==> config.mk <==
export PLATFORM = sky130hd
export DESIGN_NAME = idst_core
export DESIGN_NICKNAME = d
export VERILOG_FILES = /design/src/idst_pkg.sv /design/src/idst_alu_if.sv /design/src/idst_alu.sv /design/src/idst_core.sv
export SDC_FILE = /design/constraint.sdc
export NUM_CORES = 1
export LEC_CHECK = 0
export CAP_MARGIN = 20
export CORE_MARGIN = 1.5
export CORE_UTILIZATION = 59
export DETAILED_ROUTE_END_ITERATION = 16
export DONT_BUFFER_PORTS = 1
export GPL_ROUTABILITY_DRIVEN = 0
export PLACE_DENSITY = 0.76
export SETUP_SLACK_MARGIN = 0.15
export SLEW_MARGIN = 25
export SYNTH_ARGS = -nofsm -noshare
export SYNTH_HDL_FRONTEND = slang
export SYNTH_SLANG_ARGS = --single-unit
==> constraint.sdc <==
create_clock -name clock -period 3.1 [get_ports clock]
set_input_delay 0.31 -clock clock [delete_from_list [all_inputs] [get_ports clock]]
set_output_delay 0.31 -clock clock [all_outputs]
set_load 0.02 [all_outputs]
==> src/idst_pkg.sv <==
// package: opcodes, states and reset values for the immediate/dma/interrupt state block
package idst_pkg;
  localparam int DATA_W = 8;
  localparam int ADDR_W = 16;
  localparam int SEL_W = 4;
  // immediate group: upper opcode nibble 4'hF, low nibble selects
  localparam logic [3:0] IMM_GROUP = 4'hF;
  localparam logic [3:0] LOAD_IMMEDIATE_OP = 4'h8;
  localparam logic [3:0] OR_IMMEDIATE_OP = 4'h9;
  localparam logic [3:0] AND_IMMEDIATE_OP = 4'hA;
  localparam logic [3:0] XOR_IMMEDIATE_OP = 4'hB;
  localparam logic [3:0] ADD_IMMEDIATE_OP = 4'hC;
  localparam logic [3:0] SUB_ACC_FROM_IMM_OP = 4'hD;
  localparam logic [3:0] SHIFT_LEFT_OP = 4'hE;
  localparam logic [3:0] SUB_IMM_FROM_ACC_OP = 4'hF;
  // selector values loaded on interrupt entry
  localparam logic [3:0] IRQ_PC_SEL = 4'h1;
  localparam logic [3:0] IRQ_DP_SEL = 4'h2;
  // reset values and pointer step
  localparam logic [7:0] ACC_RST = 8'h00;
  localparam logic [15:0] PTR_RST = 16'h0000;
  localparam logic [3:0] SEL_RST = 4'h0;
  localparam logic [15:0] PTR_STEP = 16'h0001;

  typedef enum logic [4:0] {
    IDST_FETCH   = 5'b0_0001,
    IDST_EXECUTE = 5'b0_0010,
    IDST_DMA     = 5'b0_0100,
    IDST_IRQ     = 5'b0_1000,
    IDST_LOAD    = 5'b1_0000
  } idst_state_t;
endpackage
==> src/idst_alu_if.sv <==
// interface: operands and results between the state machine and the immediate alu
`timescale 1ns/1ps
interface idst_alu_if;
  logic [3:0] op;
  logic [7:0] acc;
  logic [7:0] imm;
  logic carry_in;
  logic [7:0] result;
  logic carry_out;
  logic carry_we;
  logic acc_we;
  logic mem_op;
  modport ctl (output op, output acc, output imm, output carry_in,
               input result, input carry_out, input carry_we, input acc_we, input mem_op);
  modport alu (input op, input acc, input imm, input carry_in,
               output result, output carry_out, output carry_we, output acc_we, output mem_op);
endinterface

==> src/idst_alu.sv <==
// immediate-operand alu: logic, add, subtract and shift for the execute state
`timescale 1ns/1ps
module idst_alu (
  idst_alu_if.alu a // operands in, results out
);
  import idst_pkg::*;
  logic [8:0] wide;
  always_comb begin
    wide = 9'h000;
    a.result = a.acc;
    a.carry_out = a.carry_in;
    a.carry_we = 1'b0;
    a.acc_we = 1'b1;
    a.mem_op = 1'b1;
    case (a.op)
      LOAD_IMMEDIATE_OP: a.result = a.imm;
      OR_IMMEDIATE_OP: a.result = a.imm | a.acc;
      AND_IMMEDIATE_OP: a.result = a.imm & a.acc;
      XOR_IMMEDIATE_OP: a.result = a.imm ^ a.acc;
      ADD_IMMEDIATE_OP: begin
        wide = {1'b0, a.imm} + {1'b0, a.acc};
        a.result = wide[7:0];
        a.carry_out = wide[8];
        a.carry_we = 1'b1;
      end
      SUB_ACC_FROM_IMM_OP: begin
        // carry set means no borrow
        wide = {1'b0, a.imm} + {1'b0, ~a.acc} + 9'h001;
        a.result = wide[7:0];
        a.carry_out = wide[8];
        a.carry_we = 1'b1;
      end
      SUB_IMM_FROM_ACC_OP: begin
        wide = {1'b0, a.acc} + {1'b0, ~a.imm} + 9'h001;
        a.result = wide[7:0];
        a.carry_out = wide[8];
        a.carry_we = 1'b1;
      end
      SHIFT_LEFT_OP: begin
        a.result = {a.acc[6:0], 1'b0};
        a.carry_out = a.acc[7];
        a.carry_we = 1'b1;
        a.mem_op = 1'b0;
      end
      default: begin
        a.acc_we = 1'b0;
        a.mem_op = 1'b0;
      end
    endcase
  end
endmodule

==> src/idst_core.sv <==
// core state sequencer: immediate execute, dma in/out, interrupt entry and load mode
`timescale 1ns/1ps
module idst_core #(
  parameter int DATA_WIDTH = idst_pkg::DATA_W, // data bus and accumulator width
  parameter int ADDR_WIDTH = idst_pkg::ADDR_W, // memory address and pointer width
  parameter int SEL_WIDTH = idst_pkg::SEL_W // selector width
) (
  input wire logic clock, // 100 mhz clock
  input wire logic rst_n, // asynchronous reset, active low
  input wire logic clear_n, // clear input, low with wait_n low selects load mode
  input wire logic wait_n, // wait input
  input wire logic dma_in_req, // dma-in request
  input wire logic dma_out_req, // dma-out request
  input wire logic irq_req, // interrupt request
  input wire logic [7:0] opcode_in, // current instruction byte
  input wire logic op_valid, // opcode_in holds an instruction to execute
  input wire logic [15:0] pc_in, // address held by the current program counter register
  input wire logic [7:0] data_in, // data bus input
  output logic [7:0] data_out, // data bus output
  output logic data_oe_n, // data bus output enable, low while driving
  output logic [15:0] mem_addr, // memory address
  output logic mem_read_strobe_n, // memory read strobe
  output logic mem_write_strobe_n, // memory write strobe
  output logic first_timing_pulse, // first timing pulse of the cycle
  output logic [7:0] acc, // accumulator
  output logic carry_flag, // carry flag
  output logic pc_step, // one-cycle pulse: advance the program counter register
  output logic [15:0] r0, // dma pointer register
  output logic irq_allow, // interrupt enable
  output logic [3:0] pc_sel, // program-counter selector
  output logic [3:0] dp_sel, // data-pointer selector
  output logic [7:0] save_reg, // saved selectors, data-pointer high nibble
  output logic [4:0] state // current machine state, one-hot
);
  import idst_pkg::*;

  ////////////////////////////////////////////////////////////////////////////
  // the datapath is written for the documented widths only
  if (DATA_WIDTH != DATA_W || ADDR_WIDTH != ADDR_W || SEL_WIDTH != SEL_W) begin : g_width_check
    $error("idst_core serves only 8-bit data, 16-bit addresses and 4-bit selectors");
  end

  ////////////////////////////////////////////////////////////////////////////
  // immediate alu: purely combinational, its results are taken only in the execute state
  idst_alu_if alu_bus ();
  idst_alu u_alu (
    .a(alu_bus)
  );

  idst_state_t state_q;
  idst_state_t state_d;
  logic [7:0] acc_q;
  logic [7:0] acc_d;
  logic carry_q;
  logic carry_d;
  logic [15:0] r0_q;
  logic [15:0] r0_d;
  logic allow_q;
  logic allow_d;
  logic [3:0] psel_q;
  logic [3:0] psel_d;
  logic [3:0] xsel_q;
  logic [3:0] xsel_d;
  logic [7:0] save_q;
  logic [7:0] save_d;
  logic [7:0] dout_q;
  logic [7:0] dout_d;
  logic oe_n_q;
  logic oe_n_d;
  logic [15:0] addr_q;
  logic [15:0] addr_d;
  logic rd_n_q;
  logic rd_n_d;
  logic wr_n_q;
  logic wr_n_d;
  logic tpa_q;
  logic tpa_d;
  logic step_q;
  logic step_d;
  logic load_mode;
  logic dma_pending;
  logic idle_load;
  logic do_exec;
  logic do_dma_in;
  logic do_dma_out;
  logic do_irq;

  assign load_mode = !clear_n && !wait_n;
  assign dma_pending = dma_in_req || dma_out_req;
  // decode of the current cycle, shared by every group below
  // a pending dma request pulls the core out of load mode, otherwise load mode wins over any state
  assign idle_load = load_mode && !dma_pending;
  assign do_exec = !idle_load && (state_q == IDST_EXECUTE);
  assign do_dma_in = !idle_load && (state_q == IDST_DMA) && dma_in_req;
  assign do_dma_out = !idle_load && (state_q == IDST_DMA) && !dma_in_req && dma_out_req;
  assign do_irq = !idle_load && (state_q == IDST_IRQ);
  assign alu_bus.op = opcode_in[3:0];
  assign alu_bus.acc = acc_q;
  assign alu_bus.imm = data_in;
  assign alu_bus.carry_in = carry_q;

  ////////////////////////////////////////////////////////////////////////////
  // sequencer
  always_comb begin
    state_d = state_q;
    if (idle_load) begin
      state_d = IDST_LOAD;
    end else begin
      case (state_q)
        IDST_LOAD, IDST_FETCH: begin
          // dma beats interrupt beats instruction; the load state goes to dma if a request is pending, otherwise to fetch
          if (dma_pending) begin
            state_d = IDST_DMA;
          end else if (state_q == IDST_FETCH && irq_req && allow_q) begin
            state_d = IDST_IRQ;
          end else if (state_q == IDST_FETCH && op_valid && opcode_in[7:4] == IMM_GROUP) begin
            state_d = IDST_EXECUTE;
          end else begin
            state_d = IDST_FETCH;
          end
        end
        IDST_EXECUTE: begin
          state_d = IDST_FETCH;
        end
        IDST_DMA: begin
          // back-to-back dma cycles while any request is held
          state_d = dma_pending ? IDST_DMA : IDST_FETCH;
        end
        IDST_IRQ: begin
          state_d = IDST_FETCH;
        end
        default: begin
          state_d = IDST_FETCH;
        end
      endcase
    end
  end

  always_ff @(posedge clock or negedge rst_n) begin
    if (!rst_n) begin
      state_q <= IDST_FETCH;
    end else begin
      state_q <= state_d;
    end
  end

  ////////////////////////////////////////////////////////////////////////////
  // accumulator and carry: written only in the execute state
  always_comb begin
    acc_d = acc_q;
    carry_d = carry_q;
    if (do_exec && alu_bus.acc_we) begin
      acc_d = alu_bus.result;
    end
    if (do_exec && alu_bus.carry_we) begin
      carry_d = alu_bus.carry_out;
    end
  end

  always_ff @(posedge clock or negedge rst_n) begin
    if (!rst_n) begin
      acc_q <= ACC_RST;
      carry_q <= 1'b0;
    end else begin
      acc_q <= acc_d;
      carry_q <= carry_d;
    end
  end

  ////////////////////////////////////////////////////////////////////////////
  // dma pointer: one step per served dma cycle, wrapping at the top of memory
  always_comb begin
    r0_d = r0_q;
    if (do_dma_in || do_dma_out) begin
      r0_d = r0_q + PTR_STEP;
    end
  end

  always_ff @(posedge clock or negedge rst_n) begin
    if (!rst_n) begin
      r0_q <= PTR_RST;
    end else begin
      r0_q <= r0_d;
    end
  end

  ////////////////////////////////////////////////////////////////////////////
  // interrupt entry: nothing here sets the allow bit again, that belongs to a later return
  always_comb begin
    allow_d = allow_q;
    psel_d = psel_q;
    xsel_d = xsel_q;
    save_d = save_q;
    if (do_irq) begin
      save_d = {xsel_q, psel_q};
      allow_d = 1'b0;
      psel_d = IRQ_PC_SEL;
      xsel_d = IRQ_DP_SEL;
    end
  end

  always_ff @(posedge clock or negedge rst_n) begin
    if (!rst_n) begin
      allow_q <= 1'b1;
      psel_q <= SEL_RST;
      xsel_q <= SEL_RST;
      save_q <= ACC_RST;
    end else begin
      allow_q <= allow_d;
      psel_q <= psel_d;
      xsel_q <= xsel_d;
      save_q <= save_d;
    end
  end

  ////////////////////////////////////////////////////////////////////////////
  // bus outputs: strobes and address are registered, so they lag the state by one cycle
  always_comb begin
    dout_d = dout_q;
    oe_n_d = 1'b1;
    addr_d = addr_q;
    rd_n_d = 1'b1;
    wr_n_d = 1'b1;
    tpa_d = 1'b1;
    step_d = 1'b0;
    if (idle_load) begin
      // idle on r0 - 1 with read asserted; the pulse stays low
      addr_d = r0_q - PTR_STEP;
      rd_n_d = 1'b0;
      tpa_d = 1'b0;
    end else if (do_exec) begin
      // operand sampled from the bus in the execute state, one cycle before the registered read strobe
      addr_d = pc_in;
      if (alu_bus.mem_op) begin
        rd_n_d = 1'b0;
        step_d = 1'b1;
      end
    end else if (state_q == IDST_DMA) begin
      addr_d = r0_q;
      if (do_dma_in) begin
        wr_n_d = 1'b0;
      end else if (do_dma_out) begin
        rd_n_d = 1'b0;
      end
    end else if (state_q == IDST_LOAD) begin
      // leaving load mode: the pulse stays suppressed for this last cycle
      tpa_d = 1'b0;
    end
  end

  always_ff @(posedge clock or negedge rst_n) begin
    if (!rst_n) begin
      dout_q <= ACC_RST;
      oe_n_q <= 1'b1;
      addr_q <= PTR_RST;
      rd_n_q <= 1'b1;
      wr_n_q <= 1'b1;
      tpa_q <= 1'b0;
      step_q <= 1'b0;
    end else begin
      dout_q <= dout_d;
      oe_n_q <= oe_n_d;
      addr_q <= addr_d;
      rd_n_q <= rd_n_d;
      wr_n_q <= wr_n_d;
      tpa_q <= tpa_d;
      step_q <= step_d;
    end
  end

  ////////////////////////////////////////////////////////////////////////////
  // the core never drives the bus here: memory or the i/o device does
  assign data_out = dout_q;
  assign data_oe_n = oe_n_q;
  assign mem_addr = addr_q;
  assign mem_read_strobe_n = rd_n_q;
  assign mem_write_strobe_n = wr_n_q;
  assign first_timing_pulse = tpa_q;
  assign acc = acc_q;
  assign carry_flag = carry_q;
  assign pc_step = step_q;
  assign r0 = r0_q;
  assign irq_allow = allow_q;
  assign pc_sel = psel_q;
  assign dp_sel = xsel_q;
  assign save_reg = save_q;
  assign state = state_q;
endmodule

# After elaboration in Yosys (flattened, before gate mapping)
# Index checks and enable logic that the tools add are counted.
# classes
n_bitwise,5
add_sub_neg,7
n_eq_ne,14
mux,31
n_reduce_logical,30
# ops
op,n
8-bit case mux with 8 select lines,1
16-bit 2-to-1 mux,3
"4-bit equality test, second input constant",9
8-bit by 8-bit adder with 9-bit output,3
1-bit 2-to-1 mux,20
"9-bit by 1-bit adder with 9-bit output, second input constant",2
"16-bit by 1-bit adder with 16-bit output, second input constant",1
8-bit inverter,2
"16-bit by 1-bit subtractor with 16-bit output, second input constant",1
1-bit logical AND,14
5-bit case mux with 2 select lines,1
8-bit bitwise AND,1
4-bit 2-to-1 mux,2
8-bit OR,1
8-bit nonzero test,1
8-bit OR reduction,1
8-bit XOR,1
7-bit OR reduction,1
"5-bit by 1-bit equality test with 1-bit output, second input constant",1
"5-bit by 2-bit equality test with 1-bit output, second input constant",1
"5-bit by 3-bit equality test with 1-bit output, second input constant",1
"5-bit by 4-bit equality test with 1-bit output, second input constant",1
"5-bit equality test, second input constant",1
1-bit zero test,5
other kinds (10),12
# word_totals
out_inout_bits,76
elab_cells,99
ff_bits,53

# Longest topological paths before layout
# depth
ltp_word,12
depth_mapped,9
mapped_depth_nobuf,9

# Cells and area by module
# A second synthesis with hierarchy kept.
# hier_totals
cells_unflattened,558
area_unflattened_um2,4895.9
# by_module_without_submodules
module,cells_each,n_inst,area_each_um2
idst_core,315,1,3133.0
idst_alu,243,1,1762.9

# Worst setup path before layout
# Ideal clock, no wire load.
# synth_timing
path_type,reg-to-reg
from,"register r0_q[0], in the netlist r0[0]"
to,"register addr_q[14], in the netlist mem_addr[14]"
setup_slack_ns,0.434
n_path_buf,0
arrival_ns,2.584
stages_incl_launch_ff,9
setup_time_ns,0.082
cell_sequence,dfrtp_1 -> inv_1 -> ha_1 -> or3b_4 -> or3_4 -> or4_4 -> nor3_2 -> mux2_1 -> a31oi_1
# synth_between
elab_chain_len,2
# synth_rtl
item,line_no,source
"start, declared",idst_core.sv:56,logic [15:0] r0_q;
"start signal, assigned",idst_core.sv:183,r0_q <= r0_d;
16-bit by 1-bit subtractor with 16-bit output,idst_core.sv:228,addr_d = r0_q - PTR_STEP;
16-bit 2-to-1 mux,idst_core.sv:226,if (idle_load) begin
"end signal, assigned",idst_core.sv:263,addr_q <= addr_d;
"end, declared",idst_core.sv:70,logic [15:0] addr_q;
# Every way passes these cells.
# A chain may end at the register's enable or synchronous reset.

# Final worst setup path
# layout_timing
from,"register acc_q[5], in the netlist acc[5]"
to,"register acc_q[7], in the netlist acc[7]"
# layout_between
elab_chain_len,4
# layout_rtl
item,line_no,source
"start, declared",idst_core.sv:52,logic [7:0] acc_q;
"start signal, assigned",idst_core.sv:162,acc_q <= ACC_RST;
"start signal, assigned",idst_core.sv:165,acc_q <= acc_d;
8-bit inverter,idst_alu.sv:28,"wide = {1'b0, a.imm} + {1'b0, ~a.acc} + 9'h001;"
8-bit by 8-bit adder with 9-bit output,idst_alu.sv:28,
9-bit by 1-bit adder with 9-bit output,idst_alu.sv:28,
8-bit case mux with 8 select lines *,idst_alu.sv:15,case (a.op)
# Mark *: on every way between the ends. The rest lies on a longest branch, timed or not.

==> metrics.yaml <==
crit_type: "reg2reg"
cpPeakStageDelay_ns: 0.56
synth.avg_cell_area_sq_um: 8.04
rsz0062_at_grt: "no"
power.density_nw_per_um2: 551
reg2regPathDepth: 8
end_kind: "flip-flop"
cp_top_family: "compound AO/OA/AOI/OAI gates"
ir_worst_vdd_uv: 375
finClkSkew_ns: 0.00938
grt_max_degree: 54
async_flop_share_pct: 100
cpMaxStageDelayCell: "dfrtp_1"
drc: 0
fp-row-count: 31
required_ns: 3.32
postSynthCellCount: 567
die_h_microns: 90.9
synthXorXnorAreaFrac_pct: 4.80
ys_top_cells_by_area: "dfrtp_1 27%, ha_1 9.9%, a21oi_1 5.3%, nor2_1 4.9%, buf_4 3.8%"
holdPathEnd: "mem_write_strobe_n"
crit_chain: "inv_1 -> ha_1 -> inv_1 -> a211o_1 -> a221oi_1 -> xor2_1 -> a22oi_1 -> a31oi_1"
cts_root_buf: "clkbuf_8"
cts_buffer_depth: 2
path_depth: 8
max_freq_mhz: 367
crit_top_cell: "inv_1"
syn_area_sq_um: 4560
critical_path_buf_inv_count: 2
antenna_cells: 0
start_util_pct: 61.9
leakagePower_nw: 2.10
outcome: "completed"
worstHoldPathCells: 1
wl_microns: 12400
start_kind: "flip-flop"
synth_top_family_by_area: "compound AO/OA/AOI/OAI gates"
htree_num_levels: 2
cts_buffers: 5
clk_pin_slew_worst_paths_ns: 0.10
arrival_ns: 2.95
maxSlewViolCount: 0
num_vias: 4137
vias_per_cell: 6.35
muxShareOfSynthArea_pct: 1.37
fin_hold_ws_ns: 0.0326
timing.final.hold_violations: 0
antenna_found_initial: 0
timing.rr.end: "acc[7]"
cts.sinks: 53
synth_edf_count: 0
slew_headroom_pct: 36.1
io_buffers: 0
gr-total-overflow: 0
die_area_sq_um: 8260
drt_iter0_drc: 324
fp.dieW_microns: 90.9
syn_to_final_growth_pct: 2.55
final_util_pct: 63.4
layout_commonest_cell: "nor2_1"
core_area_sq_um: 7370
fin_tns_setup_ns: 0
clkLatencyLatePin_ns: 0.31
synth_compound_area_share_pct: 22.5
min_period_ns: 2.73
synth-seq-area-share_pct: 29.2
grt_pass1_vias: 3937
worst_slew_pin_slew_ns: 0.945
drv_cap: 0
layout_common_cells: "59 x nor2_1, 49 x dfrtp_1, 48 x a21oi_1"
synth_warnings: 0
cts_setup_buffers: 0
hp-class: "in2reg"
drive_gt1_share_pct: 5.98
multiInputGateArea_sq_um: 2870
synth-simple-area-share_pct: 21.2
r2r_start: "acc[5]"
yosys.area_share.adder_pct: 11.2
synthDistinctLibCells: 68
num-fill-cells: 631
finalSetupViolCount: 0
rrSetupSlack_ns: 0.37
min_from: "dma_in_req"
grt_first_pass_wirelength_microns: 20000
wl_per_cell_microns: 19.1
ant_nets: 0
cts_hold_buf: 2
critical_path_peak_fanout: 12
dp_hpwl_microns: 8920
final-seq-area_sq_um: 1330
post-route-period-util_pct: 87.9
cts_tree: "done"
fin_total_pwr_mw: 2.57
synth_ff_type: "dfrtp_1"
synth_area_leader_cell: "dfrtp_1"
drt_first_pass_iters: 8
dp_worst_setup_slack_ns: 0.465
synth_top_area_share_pct: 26.9
nNetsFinal: 630
postLayoutSetupSlackWorst_ns: 0.375
pin_count: 116
synth_seq_cells: 53
cts_resized: 0
globalRouteTotalUtil_pct: 30.0
-- area by class of cell --
class,instances,share of cell area (%)
inverter,37,2.97
multi-input combinational,443,61.3
clock inverter,2,0.830
sequential,53,28.5
clock buffer,6,1.55
timing repair buffer,11,2.25
tap,99,2.65
-- cells by family after synthesis --
group           count (synthesis)
flops                          53
fa+ha+maj                      39
xor+xnor                       25
other cells                     2
mux                             6
buf+inv                        90
compound gates                160
simple gates                  192
-- through the flow --
step / area, sq um / cells
after floorplan: 4630 / 586
after global placement: 4530 / 641
after detailed placement: 4530 / 641
after CTS: 4680 / 651
after global routing: 4680 / 651
final: 4680 / 651
-- power breakdown --
part / leakage [nW] / internal (mW) / switching (mW)
Combinational: 1.37 / 0.378 / 0.575
Clock: 0.0558 / 0.245 / 0.248
Sequential: 0.671 / 0.838 / 0.291
Total: 2.10 / 1.46 / 1.11
-- worst register-to-register path, stage by stage (launching register included) --
cell and delay (ns):
dfrtp_1 0.56, inv_1 0.14, ha_1 0.54, inv_1 0.19, a211o_1 0.34, a221oi_1 0.34
xor2_1 0.18, a22oi_1 0.11, a31oi_1 0.23
-- metal layers --
metal / vias up / routed length, microns / GRT usage, %
met5: - / 0 / 0
met2: 235 / 5900 / 48.9
met1: 1915 / 4820 / 37.6
met4: 0 / 499 / 13.0
met3: 50 / 1180 / 7.58
li1: 1937 / - / -
-- worst max path at each step --
stage / startpoint / endpoint / slack (ns)
after floorplan: r0[0] / mem_addr[14] / 0.43
after global placement: r0[1] / mem_addr[14] / 0.57
after detailed placement: acc[5] / acc[7] / 0.47
after CTS: acc[5] / acc[7] / 0.42
after global routing: acc[5] / acc[7] / 0.28
final: acc[5] / acc[7] / 0.37
-- cells in the mapped netlist (all sizes together), types with 11 or more instances --
cell type	number
nor2	59
dfrtp	49
a21oi	48
nand2	44
inv	37
ha	36
buf	30
o21ai	30
clkbuf	23
nor3	22
xnor2	14
nand3	13
xor2	11
Power figures use the tool's default switching activity.
